--- config.mk ---
export PLATFORM = sky130hd
export DESIGN_NAME = vfid_reg
export DESIGN_NICKNAME = d
export VERILOG_FILES = /design/src/vfid_pkg.sv /design/src/vfid_reg.sv
export VERILOG_INCLUDE_DIRS = /design/src
export SDC_FILE = /design/constraint.sdc
export NUM_CORES = 1
export LEC_CHECK = 0
export BUFFER_PORTS_ARGS = -buffer_cell sky130_fd_sc_hd__buf_2
export CAP_MARGIN = 5
export CORE_ASPECT_RATIO = 1.25
export CORE_MARGIN = 3
export CORE_UTILIZATION = 34
export CTS_CLUSTER_DIAMETER = 80
export CTS_CLUSTER_SIZE = 24
export DETAILED_ROUTE_END_ITERATION = 8
export GPL_ROUTABILITY_DRIVEN = 0
export HOLD_SLACK_MARGIN = 0.15
export PLACE_DENSITY = 0.82
export SYNTH_ARGS = -nofsm -noshare
export SYNTH_HDL_FRONTEND = slang
export SYNTH_SLANG_ARGS = --single-unit
--- constraint.sdc ---
create_clock -name sys_clk_in -period 1.3 [get_ports sys_clk_in]
set_input_delay 0.195 -clock sys_clk_in [delete_from_list [all_inputs] [get_ports sys_clk_in]]
set_output_delay 0.195 -clock sys_clk_in [all_outputs]
set_load 0.005 [all_outputs]
--- src/vfid_defs.svh ---
// Constants for the vector feature identification register block
`ifndef VFID_DEFS_SVH
`define VFID_DEFS_SVH

// Field positions (low bit of each 4-bit field)
`define VFID_DMM_LSB 56
`define VFID_SMM_LSB 52
`define VFID_BMM_LSB 44
`define VFID_SM4_LSB 40
`define VFID_SHA3_LSB 32
`define VFID_NWBF_LSB 24
`define VFID_BF_LSB 20
`define VFID_BPERM_LSB 16
`define VFID_AES_LSB 4
`define VFID_VER_LSB 0

// Field values
`define VFID_DMM_VAL 4'h0
`define VFID_SMM_VAL 4'h0
`define VFID_BMM_VAL 4'h1
`define VFID_SM4_ON 4'h1
`define VFID_SHA3_ON 4'h1
`define VFID_NWBF_VAL 4'h0
`define VFID_BF_VAL 4'h1
`define VFID_BPERM_VAL 4'h1
`define VFID_AES_ON 4'h2
`define VFID_VER_VAL 4'h1
`define VFID_FIELD_OFF 4'h0

// Selecting encoding of the system-register read
`define VFID_OP0 2'h3
`define VFID_OP1 3'h0
`define VFID_CRN 4'h0
`define VFID_CRM 4'h4
`define VFID_OP2 3'h4

// Trap class for a refused read
`define VFID_TRAP_CLASS 6'h18

`endif

--- src/vfid_pkg.sv ---
// Types for the vector feature identification register block
package vfid_pkg;

  // Privilege levels, encoded as the level number
  typedef enum logic [1:0] {
    VFID_LVL_USER = 2'h0,
    VFID_LVL_KERNEL = 2'h1,
    VFID_LVL_HYP = 2'h2,
    VFID_LVL_MON = 2'h3
  } vfid_level_type;

  // Read answer states, one-hot
  typedef enum logic [2:0] {
    VFID_ST_IDLE = 3'h1,
    VFID_ST_DATA = 3'h2,
    VFID_ST_TRAP = 3'h4
  } vfid_state_type;

endpackage

--- src/vfid_reg.sv ---
// Vector feature identification register with privilege-checked read port
`timescale 1ns/1ps
`include "vfid_defs.svh"

// Function
// - Double matrix multiply field reads zero
// - Single matrix multiply field reads zero
// - Byte matrix multiply field reads one
// - SM4 field one when cipher and SM group enabled
// - SHA-3 field one when cipher enabled
// - Non-widening bfloat field reads zero
// - Bfloat field reads one
// - Bit permute field reads one
// - AES field two when cipher enabled
// - Vector version field reads one
// - Reserved bit ranges read zero
// - Selected by fixed system-register encoding
// - User read traps, hypervisor or kernel
// - Kernel read traps to hypervisor when hypervisor enabled and id trap set
// - Hypervisor and monitor reads always succeed
// - Matrix-only core runs streaming vector only
// - Cipher enabled: build parameter, disable low
module vfid_reg
  import vfid_pkg::*;
#(
  parameter bit CIPHER_BUILD_PARAMETER = 1'b1,
  parameter bit SM_GROUP_ENABLE = 1'b1,
  parameter bit MATRIX_EXTENSION_FEATURE = 1'b1,
  parameter bit VECTOR_EXTENSION_FEATURE = 1'b1
) (
  // Clock and reset
  input wire logic sys_clk_in,
  input wire logic rst_in,
  // Configuration straps
  input wire logic cipher_disable_input_in,
  // Privilege context
  input wire logic [1:0] current_privilege_level_in,
  input wire logic hyp_enabled_in,
  input wire logic hyp_trap_general_bit_in,
  input wire logic hyp_id_group3_trap_bit_in,
  // Streaming mode state
  input wire logic streaming_mode_in,
  // System-register access request
  input wire logic sysreg_req_in,
  input wire logic sysreg_write_in,
  input wire logic [1:0] op0_in,
  input wire logic [2:0] op1_in,
  input wire logic [3:0] crn_in,
  input wire logic [3:0] crm_in,
  input wire logic [2:0] op2_in,
  // Read answer, vector instruction legality and register image
  input wire logic vector_instr_in,
  output logic sysreg_ack_out,
  output logic [63:0] sysreg_rdata_out,
  output logic sysreg_trap_out,
  output logic [1:0] trap_level_out,
  output logic [5:0] trap_class_out,
  output logic vector_instr_legal_out,
  output logic [63:0] vector_feature_id_out
);

  // The register makes no sense unless some vector capability exists
  initial begin
    if (!MATRIX_EXTENSION_FEATURE && !VECTOR_EXTENSION_FEATURE) begin
      $error("vfid_reg: needs the matrix or vector extension");
    end
  end

  vfid_state_type state_reg;
  vfid_state_type state_next;
  logic strap_taken_reg;
  logic cipher_on_reg;
  logic [63:0] vector_feature_id_reg;
  logic [63:0] rdata_reg;
  logic [1:0] trap_level_reg;
  logic [1:0] trap_level_next;
  logic trap_next;
  logic hit;

  // Assemble the identification value from the cipher enable
  function automatic logic [63:0] vfid_value(input logic cipher_on);
    logic [63:0] v;
    v = 64'h0;
    v[`VFID_DMM_LSB +: 4] = `VFID_DMM_VAL;
    v[`VFID_SMM_LSB +: 4] = `VFID_SMM_VAL;
    v[`VFID_BMM_LSB +: 4] = `VFID_BMM_VAL;
    v[`VFID_SM4_LSB +: 4] = (cipher_on && SM_GROUP_ENABLE) ? `VFID_SM4_ON
                                                          : `VFID_FIELD_OFF;
    v[`VFID_SHA3_LSB +: 4] = cipher_on ? `VFID_SHA3_ON : `VFID_FIELD_OFF;
    v[`VFID_NWBF_LSB +: 4] = `VFID_NWBF_VAL;
    v[`VFID_BF_LSB +: 4] = `VFID_BF_VAL;
    v[`VFID_BPERM_LSB +: 4] = `VFID_BPERM_VAL;
    v[`VFID_AES_LSB +: 4] = cipher_on ? `VFID_AES_ON : `VFID_FIELD_OFF;
    v[`VFID_VER_LSB +: 4] = `VFID_VER_VAL;
    return v;
  endfunction

  // Strap capture: async reset may only load constants, so the disable
  // input is sampled on the first clock edge after release and held
  always_ff @(posedge sys_clk_in or posedge rst_in) begin
    if (rst_in) begin
      strap_taken_reg <= 1'b0;
      cipher_on_reg <= 1'b0;
    end else if (!strap_taken_reg) begin
      strap_taken_reg <= 1'b1;
      cipher_on_reg <= CIPHER_BUILD_PARAMETER && !cipher_disable_input_in;
    end
  end

  // Register image; no write path reaches it
  always_ff @(posedge sys_clk_in or posedge rst_in) begin
    if (rst_in) begin
      vector_feature_id_reg <= vfid_value(1'b0);
    end else begin
      vector_feature_id_reg <= vfid_value(cipher_on_reg);
    end
  end

  // Encoding match; writes never hit, so they neither store nor answer data
  assign hit = sysreg_req_in && !sysreg_write_in
               && op0_in == `VFID_OP0 && op1_in == `VFID_OP1
               && crn_in == `VFID_CRN && crm_in == `VFID_CRM
               && op2_in == `VFID_OP2;

  // Privilege check decides between data and trap
  always_comb begin
    trap_next = 1'b0;
    trap_level_next = VFID_LVL_KERNEL;
    case (current_privilege_level_in)
      VFID_LVL_USER: begin
        trap_next = 1'b1;
        trap_level_next = (hyp_enabled_in && hyp_trap_general_bit_in) ? VFID_LVL_HYP
                                                                      : VFID_LVL_KERNEL;
      end
      VFID_LVL_KERNEL: begin
        trap_next = hyp_enabled_in && hyp_id_group3_trap_bit_in;
        trap_level_next = VFID_LVL_HYP;
      end
      default: begin
        trap_next = 1'b0;
      end
    endcase
  end

  // Answer state: one cycle of data or trap after each hit once the strap is taken
  always_comb begin
    case (state_reg)
      VFID_ST_IDLE, VFID_ST_DATA, VFID_ST_TRAP: begin
        if (hit && strap_taken_reg) begin
          state_next = trap_next ? VFID_ST_TRAP : VFID_ST_DATA;
        end else begin
          state_next = VFID_ST_IDLE;
        end
      end
      default: begin
        state_next = VFID_ST_IDLE;
      end
    endcase
  end

  always_ff @(posedge sys_clk_in or posedge rst_in) begin
    if (rst_in) begin
      state_reg <= VFID_ST_IDLE;
    end else begin
      state_reg <= state_next;
    end
  end

  // Answer data; a trapped read returns zero so nothing leaks
  always_ff @(posedge sys_clk_in or posedge rst_in) begin
    if (rst_in) begin
      rdata_reg <= 64'h0;
      trap_level_reg <= VFID_LVL_KERNEL;
    end else begin
      if (hit && strap_taken_reg && !trap_next) begin
        // Built from the taken strap, not the image, so a read on the second
        // edge after reset already carries the final value
        rdata_reg <= vfid_value(cipher_on_reg);
      end else begin
        rdata_reg <= 64'h0;
      end
      trap_level_reg <= trap_level_next;
    end
  end

  assign sysreg_ack_out = state_reg != VFID_ST_IDLE;
  assign sysreg_trap_out = state_reg == VFID_ST_TRAP;
  assign sysreg_rdata_out = rdata_reg;
  assign trap_level_out = trap_level_reg;
  assign trap_class_out = (state_reg == VFID_ST_TRAP) ? `VFID_TRAP_CLASS : 6'h00;
  assign vector_feature_id_out = vector_feature_id_reg;

  // Without the vector extension only streaming-mode vector work is legal;
  // the caller still filters which instructions are streaming-legal
  assign vector_instr_legal_out = vector_instr_in
                                  && (VECTOR_EXTENSION_FEATURE || streaming_mode_in);

endmodule

**Word-level counts from Yosys, hierarchy flattened**

Cells that the tools add are included.
W data, S select, Z words.

- Multiplexer cells: 10
- Equal/unequal tests: 8
- Divide/modulo/power cells: 0
- Bitwise gates (word level): 0
- Order comparisons: 0
- $mul: 0
- Shift operators: 0
- Reduce and logical (&&, ||, !) cells: 17
- $add $sub $neg: 0

Operator list:

| operator | count |
|---|---|
| $mux W45 | 1 |
| $logic_and A1 B1 Y1 | 10 |
| $mux W3 | 3 |
| $eq A3 B3 Y1 const B | 2 |
| $mux W5 | 1 |
| $eq A4 B3 Y1 const B | 1 |
| $logic_not A4 Y1 | 1 |
| $mux W2 | 2 |
| $pmux W2 S2 | 1 |
| $eq A3 B1 Y1 const B | 1 |
| $eq A3 B2 Y1 const B | 1 |
| $logic_not A1 Y1 | 3 |
| $logic_not A3 Y1 | 1 |
| $ne A3 B1 Y1 const B | 1 |
| $reduce_or A3 Y1 | 1 |
| $eq A2 B1 Y1 const B | 1 |
| $eq A2 B2 Y1 const B | 1 |
| $logic_not A2 Y1 | 1 |
| $pmux W1 S2 | 1 |
| $mux W1 | 1 |

- Register bits after elaboration: 64
- RAM bits: 0
- Bits in read-only memories: 0
- Word-level logic and storage cells: 41
- Memories kept: 0
- Latch bits: 0

**Logic depth before layout (Yosys ltp)**

Gate-level depths: netlist of the first run.

- Word-level depth: 10
- Gate-level depth with buffers: 3
- Depth with buffers taken out: 3

**Worst setup path before layout of the first run**

Ideal clock, no wire load.

- Path type: flip-flop to output port
- From: register state_reg[0]
- To: output sysreg_ack_out
- Cell stages (with the launch flop): 2
- Path buffers: 0
- Path slack: 0.132 ns
- Arrival time: 0.973 ns
- Cells stage by stage: dfstp_2 > or3b_2

- Cells in the longest elaborated chain, start to end: 1

Ends and longest elaborated chain:

| what | RTL line | text |
|---|---|---|
| from (decl) | vfid_reg.sv:69 | `vfid_state_type state_reg;` |
| from (signal assigned) | vfid_reg.sv:165 | `state_reg <= state_next;` |
| $ne A3 B1 Y1 | vfid_reg.sv:186 | `assign sysreg_ack_out = state_reg != VFID_ST_IDLE;` |
| to (decl) | vfid_reg.sv:53 | `output logic sysreg_ack_out,` |

Every way passes these cells.

**Worst setup path in the final report of the first run**

Ends and elaborated chain as after synthesis.

==> metrics.yaml, run 1 <==
global_routing:
  track_usage: 0.0618
  gr-total-overflow: 0
  antenna_found_initial: 0
  grt_first_pass_wirelength_um: 2420
  grt_max_degree: 11
  grt_pass1_vias: 572
worst_hold_path:
  hold_class: "in -> reg"
  min_to: "trap_level_out[0]"
  min_from: "current_privilege_level_in[1]"
  whs_path_depth: 2
clock_tree:
  cts_buffer_depth: 2
  htree_levels: 1
  cts_made_buffers: 3
  clk_latency_ns: 0.23
  cts_tree: "done"
  cts.sinks: 10
  clk_pin_slew_worst_paths_ns: 0.05
  cts-root-buf: "clkbuf_8"
floorplanning:
  die-area_um2: 5030
  core_um2: 3910
  io_pins: 167
  die_h_um: 78.6
  die_w_um: 64.1
  rows: 25
  initial_core_util: 0.366
routing:
  routed_wl_um: 2040
  ant_nets: 0
  wl_met2_um: 1100
  drt-vias-per-instance: 3.03
  wl_per_cell_um: 7.75
  drt_first_pass_iters: 2
  met1_length_um: 502
  drc: 0
  drt_iter0_markers: 1
  highest_layer: "met3"
  wl_met3_um: 435
  routed-via-count: 798
synth:
  synthesis.area_um2: 1430
  synth_cell_types: 20
  synth_commonest_cells: "132 x buf_4, 8 x dfrtp_1"
  synthTopCellsByArea: "buf_4 69%, dfrtp_1 14%, dfstp_2 3.7%"
  async_reset_ff_frac: 1.00
  synth_top_flop_cell: "dfrtp_1"
  syn_inst: 171
  synth-edff-count: 0
  seq_area_frac_synth: 0.176
  synth_top_area_share: 0.692
  synth-seq-cells: 10
  yosys.area.top_type: "buf_4"
  synth.most_common_cell: "buf_4"
  synth_warnings: 0
  synth.avg_cell_area_um2: 8.38
power_and_ir_drop:
  ir_worst_vdd_mv: 0.330
  p_leak_uw: 0.000820
  p_per_area_nw_per_um2: 680
setup_path:
  worstPathArrival_ns: 1.25
  crit_path_max_fanout: 2
  r2r-start: "state_reg[0]"
  crit_type: "reg -> out"
  cp-end-kind: "output pin"
  required_ns: 1.11
  worst_setup_path_start_kind: "register"
  r2r_end: "state_reg[0]"
  reg2reg_slack_ns: 0.05
  reg2reg_depth: 4
sta:
  rsz0062_at_grt: "yes"
  setup_violations: 4
  finalCritPeriodShare: 1.11
  drv_slew: 0
  period_needed_ns: 1.44
  worst_slack_ns: -0.141
  fmax_mhz: 694
  final.setup.tns_ns: -0.336
  hold_viol: 0
  fin_skew_ns: 0.000334
placement:
  dpl_cell_area_um2: 1180
  dp_hpwl_um: 1970
  port_buffers: 41
  dpl.cell_count: 256
  pre_cts_ws_ns: -0.0161
flow_run:
  maxCapViolCount: 0
outcome:
  status: "complete, but fails checks"
  failed_checks: "negative setup slack"
final_layout:
  final_nets: 238
  final_cells: 263
  finish.utilization: 0.328
  drive_gt1_frac: 0.273
  syn_to_final_growth_pct: -10.4
  largest_reg_flops: 3
  n_antenna_cell: 0
  final_cell_area_um2: 1280
[stage by stage]
| step | hold WS (ns) | power, uW |
|---|---|---|
| 3_5_place_dp | 0.184 | 491 |
| 3_3_place_gp | 0.177 | 489 |
| 6_report | 0.207 | 874 |
| 4_1_cts | 0.202 | 878 |
| 2_1_floorplan | 0.0337 | 711 |
| 5_1_grt | 0.211 | 934 |
[how the worst max path moves through the flow]
stage,from,to,slack (ns)
3_5_place_dp,state_reg[0],sysreg_ack_out,-0.02
6_report,state_reg[0],sysreg_ack_out,-0.14
5_1_grt,state_reg[0],sysreg_ack_out,-0.18
3_3_place_gp,state_reg[0],sysreg_ack_out,-0.006
2_1_floorplan,state_reg[0],sysreg_ack_out,0.13
4_1_cts,state_reg[0],sysreg_ack_out,-0.15
[cell usage in the layout (no fill, tap or decap)]
master         synthesis  routed
a21o_1                 1       1
a21oi_1                2       2
and4bb_1               2       2
and4bb_2               1       1
buf_2                  0      40
buf_4                132       2
buf_6                  0       1
clkbuf_8               0       4
conb_1                 2     123
dfrtp_1                8       8
dfstp_2                2       2
dlygate4sd3_1          0       2
inv_1                  3       3
nand2_1                3       3
nand3_2                1       1
nor3_1                 2       2
nor3b_2                0       1
nor4_1                 3       3
nor4_2                 1       1
o21ai_0                3       2
o21ai_2                0       1
or2_2                  1       1
or3_1                  1       1
or3b_4                 0       1
xor2_2                 0       1
[logic make-up after synthesis]
logic type	count (synthesis)	synth area share
and+or+nand+nor	17	0.0900
AOI/OAI and AO/OA	6	0.0227
buffers and inverters	135	0.700
xor gates and xnor gates	1	0.00611
other	2	0.00524
DFF	10	0.176
[cell type report]
type / count / area, um^2
clock buffer: 4 / 55.1
inverter: 3 / 11.3
tap: 54 / 67.6
sequential: 10 / 253
multi-input combinational: 147 / 651
timing repair buffer: 45 / 246
fill: 416 / 2630
[metal layers]
| layer | global-route usage | vias to the layer above |
|---|---|---|
| li1 | - | 357 |
| met5 | 0 | - |
| met4 | 0.0259 | 0 |
| met1 | 0.0524 | 337 |
| met3 | 0.0157 | 0 |
| met2 | 0.129 | 104 |
[critical path, cell delays in order (launching register included)]
cell and delay (ns):
dfstp_2 0.52, or3b_4 0.37, buf_6 0.12
[where the power goes]
part / internal, uW / total [uW] / switching, uW
clock: 265 / 373 / 108
sequential: 325 / 331 / 6.22
combinational: 48.7 / 169 / 121
[repair_timing]
action	4_1_cts	5_1_grt
endpoints found under the hold margin	9	0
setup buffers	1	0
endpoints found under the setup margin	3	6
hold buffers	2	0
resized for setup	4	2
No activity file was read; power rests on OpenSTA's default activity.
==> inputs of run 2 (changes only) <==
--- a/config.mk
+++ b/config.mk
@@ -9,14 +9,12 @@
 export BUFFER_PORTS_ARGS = -buffer_cell sky130_fd_sc_hd__buf_2
 export CAP_MARGIN = 5
 export CORE_ASPECT_RATIO = 1.25
-export CORE_MARGIN = 3
-export CORE_UTILIZATION = 34
+export CORE_UTILIZATION = 25
 export CTS_CLUSTER_DIAMETER = 80
 export CTS_CLUSTER_SIZE = 24
 export DETAILED_ROUTE_END_ITERATION = 8
 export GPL_ROUTABILITY_DRIVEN = 0
 export HOLD_SLACK_MARGIN = 0.15
-export PLACE_DENSITY = 0.82
 export SYNTH_ARGS = -nofsm -noshare
 export SYNTH_HDL_FRONTEND = slang
 export SYNTH_SLANG_ARGS = --single-unit
==> metrics.yaml, run 2 (synthesized netlist as in run 1, its figures left out) <==
setup_path:
  critPathSlowestCell: "dfstp_2"  # unchanged
  cp_cell_sequence: "or3b_4 -> buf_6"  # unchanged
  r2r_end: "state_reg[0]"  # unchanged
  crit_type: "reg -> out"  # unchanged
  worst_setup_path_start_kind: "register"  # unchanged
  reg2reg_depth: 5  # was 4
  critPathMaxStageDelay_ns: 0.52  # about the same
  r2r-start: "state_reg[0]"  # unchanged
  worstPathArrival_ns: 1.25  # about the same
  crit_family: "flip-flops"  # unchanged
  crit_path_max_fanout: 2  # unchanged
  reg2reg_slack_ns: -0.04  # was 0.05 ns
  required_ns: 1.11  # about the same
  path_buf_inv: 1  # unchanged
  cp-end-kind: "output pin"  # unchanged
final_layout:
  final_nets: 238  # unchanged
  finish.utilization: 0.236  # was 0.328
  nFillCells: 628  # was 416
  largest_reg_flops: 3  # unchanged
  seqCellArea_um2: 253  # unchanged
  n_antenna_cell: 0  # unchanged
  syn_to_final_growth_pct: -9.78  # was -10.4%
  drive_gt1_frac: 0.269  # was 0.273
  multi_input_area_um2: 657  # was 651 um^2
  final_common_cell: "conb_1"  # unchanged
  final_cell_mix: "123 x conb_1, 40 x buf_2, 8 x dfrtp_1"  # was 123 x conb_1, 40 x buf_2, 8 x dfrtp_1, 4 x clkbuf_8
  final_cell_area_um2: 1290  # was 1280 um^2
routing:
  met1_length_um: 464  # was 502 um
  drc: 0  # unchanged
  ant_nets: 0  # unchanged
  routed_wl_um: 1810  # was 2040 um
  drt_iter0_markers: 2  # was 1
  wl_met3_um: 293  # was 435 um
  drt-vias-per-instance: 2.99  # was 3.03
  highest_layer: "met4"  # was met3
  drt_first_pass_iters: 2  # unchanged
  wl_per_cell_um: 6.64  # was 7.75 um
  wl_met2_um: 991  # was 1100 um
  routed-via-count: 812  # was 798
clock_tree:
  clk_pin_slew_worst_paths_ns: 0.04  # was 0.05 ns
  cts-root-buf: "clkbuf_8"  # unchanged
  cts.sinks: 10  # unchanged
  cts_made_buffers: 3  # unchanged
  cts_buffer_depth: 2  # unchanged
  clk_latency_ns: 0.23  # about the same
  htree_levels: 1  # unchanged
  cts_tree: "done"  # unchanged
sta:
  final.setup.tns_ns: -0.365  # was -0.336 ns
  drv_slew: 0  # unchanged
  period_needed_ns: 1.45  # was 1.44 ns
  setup_violations: 5  # was 4
  worst_slack_ns: -0.146  # was -0.141 ns
  fmax_mhz: 692  # was 694 MHz
  rsz0062_at_grt: "yes"  # unchanged
  finalCritPeriodShare: 1.11  # about the same
  fin_skew_ns: 0.000466  # was 0.000334 ns
  hold_viol: 0  # unchanged
worst_hold_path:
  min_to: "trap_level_out[0]"  # unchanged
  whs_path_depth: 2  # unchanged
  min_from: "current_privilege_level_in[1]"  # unchanged
  hold_class: "in -> reg"  # unchanged
floorplanning:
  die_w_um: 69.7  # was 64.1 um
  io_pins: 167  # unchanged
  core_um2: 5480  # was 3910 um^2
  die_h_um: 86.6  # was 78.6 um
  rows: 30  # was 25
  initial_core_util: 0.261  # was 0.366
  die-area_um2: 6040  # was 5030 um^2
power_and_ir_drop:
  ir_worst_vdd_mv: 0.202  # was 0.330 mV
  p_per_area_nw_per_um2: 618  # was 680 nW/um^2
  finalPower_uw: 798  # was 874 uW
  p_leak_uw: 0.000813  # was 0.000820 uW
flow_run:
  maxCapViolCount: 0  # unchanged
outcome:
  failed_checks: "negative setup slack"  # unchanged
  status: "complete, but fails checks"  # unchanged
global_routing:
  grt_first_pass_wirelength_um: 2270  # was 2420 um
  grt_pass1_vias: 524  # was 572
  grt_max_degree: 11  # unchanged
  antenna_found_initial: 0  # unchanged
  gr-total-overflow: 0  # unchanged
  track_usage: 0.0505  # was 0.0618
placement:
  dp_hpwl_um: 1630  # was 1970 um
  dpl_cell_area_um2: 1180  # about the same
  port_buffers: 41  # unchanged
  pre_cts_ws_ns: -0.0160  # was -0.0161 ns
run 2: cell count changes in the layout (fill, tap and decap cells not counted):
cell / before / now
nor3b_2: 1 / 0
buf_6: 1 / 2
clkbuf_8: 4 / 3
nor3b_4: 0 / 1
buf_4: 2 / 1
run 2: metrics by stage:
step / instances / hold slack [ns]
after floorplan: 292 / 0.0337
after global placement: 265 / 0.188
after detailed placement: 265 / 0.190
after CTS: 271 / 0.204
after global routing: 272 / 0.215
final: 272 / 0.206
run 2: final cells by class:
type                            count  area share
Clock buffer                        3      0.0319
Inverter                            3     0.00871
Multi-Input combinational cell    147       0.508
Sequential cell                    10       0.196
Tap cell                           64      0.0620
Timing Repair Buffer               45       0.194
run 2: layer usage:
layer,global-route usage,vias up
met3,0.0128,4
met1,0.0438,350
met4,0.0491,0
met5,0,-
met2,0.0936,103
li1,-,355
run 2: what timing repair did:
action	CTS	global route
endpoints found under the setup margin	4	5
gates resized for setup	3	5
hold endpoints to repair	9	0
buffers inserted	1	1
pin swaps	0	1
hold buffers	2	0
run 2: where the power goes:
| part | switching (uW) | leakage, uW | internal [uW] |
|---|---|---|---|
| Sequential | 6.27 | 0.000126 | 325 |
| Clock | 101 | 0.0000216 | 201 |
| Combinational | 116 | 0.000666 | 48.7 |
| Total | 223 | 0.000813 | 575 |
run 2: worst max path at each step:
stage               cells after the start              to          from
floorplan                               1  sysreg_ack_out  state_reg[0]
global placement                        2  sysreg_ack_out  state_reg[0]
detailed placement                      2  sysreg_ack_out  state_reg[0]
CTS                                     2  sysreg_ack_out  state_reg[0]
global route                            2  sysreg_ack_out  state_reg[0]
finish                                  2  sysreg_ack_out  state_reg[0]
==> inputs of run 3 (changes only) <==
--- a/config.mk
+++ b/config.mk
@@ -8,13 +8,17 @@
 export LEC_CHECK = 0
 export BUFFER_PORTS_ARGS = -buffer_cell sky130_fd_sc_hd__buf_2
 export CAP_MARGIN = 5
+export CELL_PAD_IN_SITES_DETAIL_PLACEMENT = 1
+export CELL_PAD_IN_SITES_GLOBAL_PLACEMENT = 1
 export CORE_ASPECT_RATIO = 1.25
-export CORE_UTILIZATION = 25
+export CORE_UTILIZATION = 23
 export CTS_CLUSTER_DIAMETER = 80
 export CTS_CLUSTER_SIZE = 24
 export DETAILED_ROUTE_END_ITERATION = 8
 export GPL_ROUTABILITY_DRIVEN = 0
 export HOLD_SLACK_MARGIN = 0.15
+export PLACE_DENSITY_LB_ADDON = 0.1
+export RECOVER_POWER = 25
 export SYNTH_ARGS = -nofsm -noshare
 export SYNTH_HDL_FRONTEND = slang
 export SYNTH_SLANG_ARGS = --single-unit
==> constraint.sdc (replaced) <==
create_clock -name sys_clk_in -period 1.7 [get_ports sys_clk_in]
set_input_delay 0.255 -clock sys_clk_in [delete_from_list [all_inputs] [get_ports sys_clk_in]]
set_output_delay 0.255 -clock sys_clk_in [all_outputs]
set_load 0.005 [all_outputs]
==> metrics.yaml, run 3 (synthesized netlist as in run 1, its figures left out) <==
sta:
  hold_viol: 0  # unchanged
  setup_violations: 0  # was 5
  period_needed_ns: 1.61
  drv_slew: 0  # unchanged
  rsz0062_at_grt: "no"  # was yes
  finalCritPeriodShare: 0.946
  final.setup.tns_ns: 0  # was -0.365 ns
  fmax_mhz: 622
  fin_skew_ns: 0.00495  # was 0.000466 ns
placement:
  port_buffers: 41  # unchanged
  dp_hpwl_um: 2000  # was 1630 um
  dpl.cell_count: 283  # was 265
final_layout:
  seqCellArea_um2: 253  # unchanged
  final_cell_mix: "123 x conb_1, 40 x buf_2, 8 x dfrtp_1"  # unchanged
  multi_input_area_um2: 632  # was 657 um^2
  n_antenna_cell: 0  # unchanged
  drive_gt1_frac: 0.243  # was 0.269
  final_cells: 288  # was 272
  nFillCells: 786  # was 628
  final_nets: 235  # was 238
  syn_to_final_growth_pct: -12.2  # was -9.78%
  largest_reg_flops: 3  # unchanged
  final_common_cell: "conb_1"  # unchanged
setup_path:
  crit_path_max_fanout: 4  # was 2
  worst_setup_path_start_kind: "register"  # unchanged
  worstPathArrival_ns: 1.35  # was 1.25 ns
  cp-end-kind: "output pin"  # unchanged
  crit_type: "reg -> out"  # unchanged
  required_ns: 1.44  # was 1.11 ns
clock_tree:
  clk_latency_ns: 0.23  # about the same
  cts_buffer_depth: 2  # unchanged
  htree_levels: 1  # unchanged
  cts_made_buffers: 3  # unchanged
  post_cts_resized: 0  # was 3
  cts_tree: "done"  # unchanged
  cts_hold_buf: 1  # was 2
  post_cts_buffers: 0  # was 1
  cts-root-buf: "clkbuf_8"  # unchanged
  cts.sinks: 10  # unchanged
  clk_pin_slew_worst_paths_ns: 0.05  # was 0.04 ns
global_routing:
  antenna_found_initial: 0  # unchanged
  grt_first_pass_wirelength_um: 2860  # was 2270 um
  grt_pass1_vias: 640  # was 524
  gr-total-overflow: 0  # unchanged
  grt_max_degree: 11  # unchanged
  track_usage: 0.0566  # was 0.0505
power_and_ir_drop:
  intPower_uw: 447  # was 575 uW
  p_per_area_nw_per_um2: 495  # was 618 nW/um^2
  pwr-share-clk: 0.390  # was 0.378
  ir_worst_vdd_mv: 0.153  # was 0.202 mV
  power_switching_share: 0.282  # was 0.280
  p_comb_frac: 0.204  # was 0.206
  finalPower_uw: 623  # was 798 uW
  p_sw_uw: 176  # was 223 uW
  seqPwrFrac: 0.406  # was 0.415
  p_leak_uw: 0.000793  # was 0.000813 uW
floorplanning:
  initial_core_util: 0.243  # was 0.261
  die_h_um: 90.2  # was 86.6 um
  core_um2: 5900  # was 5480 um^2
  rows: 31  # was 30
  die_w_um: 72.6  # was 69.7 um
  io_pins: 167  # unchanged
  die-area_um2: 6550  # was 6040 um^2
routing:
  wl_per_cell_um: 7.37  # was 6.64 um
  routed_wl_um: 2120  # was 1810 um
  routed-via-count: 792  # was 812
  drt_iter0_markers: 4  # was 2
  drc: 0  # unchanged
  ant_nets: 0  # unchanged
  drt-vias-per-instance: 2.75  # was 2.99
  drt_first_pass_iters: 2  # unchanged
worst_hold_path:
  hold_class: "in -> reg"  # unchanged
outcome:
  status: "finished, final reports clean"  # was complete, but fails checks
flow_run:
  maxCapViolCount: 0  # unchanged
[run 3: final timing paths]
kind,start,cells past startpoint,slack [ns],end
setup reg to reg,state_reg[0],3,0.47,state_reg[0]
hold reg to reg,cipher_on_reg,0,0.42,vector_feature_id_out[32]
min in group asynchronous,rst_in,3,0.55,cipher_on_reg
hold / removal,cipher_disable_input_in,2,0.22,cipher_on_reg
max in group asynchronous,rst_in,3,0.84,trap_level_out[0]
setup / recovery,state_reg[0],2,0.09,sysreg_ack_out
[run 3: per-stage QoR]
step | area [um^2] | setup slack (ns) | utilization | hold WS [ns]
global route | 1260 | 0.0438 | 0.213 | 0.232
global placement | 1200 | 0.331 | 0.204 | 0.247
detailed placement | 1200 | 0.327 | 0.204 | 0.250
finish | 1260 | 0.0919 | 0.213 | 0.215
floorplan | 1890 | 0.472 | - | 0.0937
CTS | 1260 | 0.0798 | 0.213 | 0.219
[run 3: power groups by stage]
stage	clock network, uW	logic (uW)	registers [uW]
5_1_grt	263	149	254
4_1_cts	252	121	253
2_1_floorplan	0	287	257
3_3_place_gp	0	119	256
3_5_place_dp	0	120	257
6_report	243	127	253
[run 3: layout make-up]
cell class                 instances  share of cell area
sequential                        10               0.201
tap                               82              0.0816
timing repair buffer              42               0.170
clock buffer                       4              0.0358
inverter                           3             0.00896
multi-input combinational        147               0.502
[run 3: per-layer routing]
metal  vias to the layer above  track usage  share of wire
li1                        350            -              -
met1                       347       0.0458           0.26
met2                        93        0.120           0.58
met3                         2      0.00897           0.15
met4                         0       0.0294          0.012
met5                         -            0              0
[run 3: worst max-delay path, stage by stage, from the launching register on]
cell     delay [ns]
dfstp_2        0.55
or3b_2         0.44
buf_2          0.14
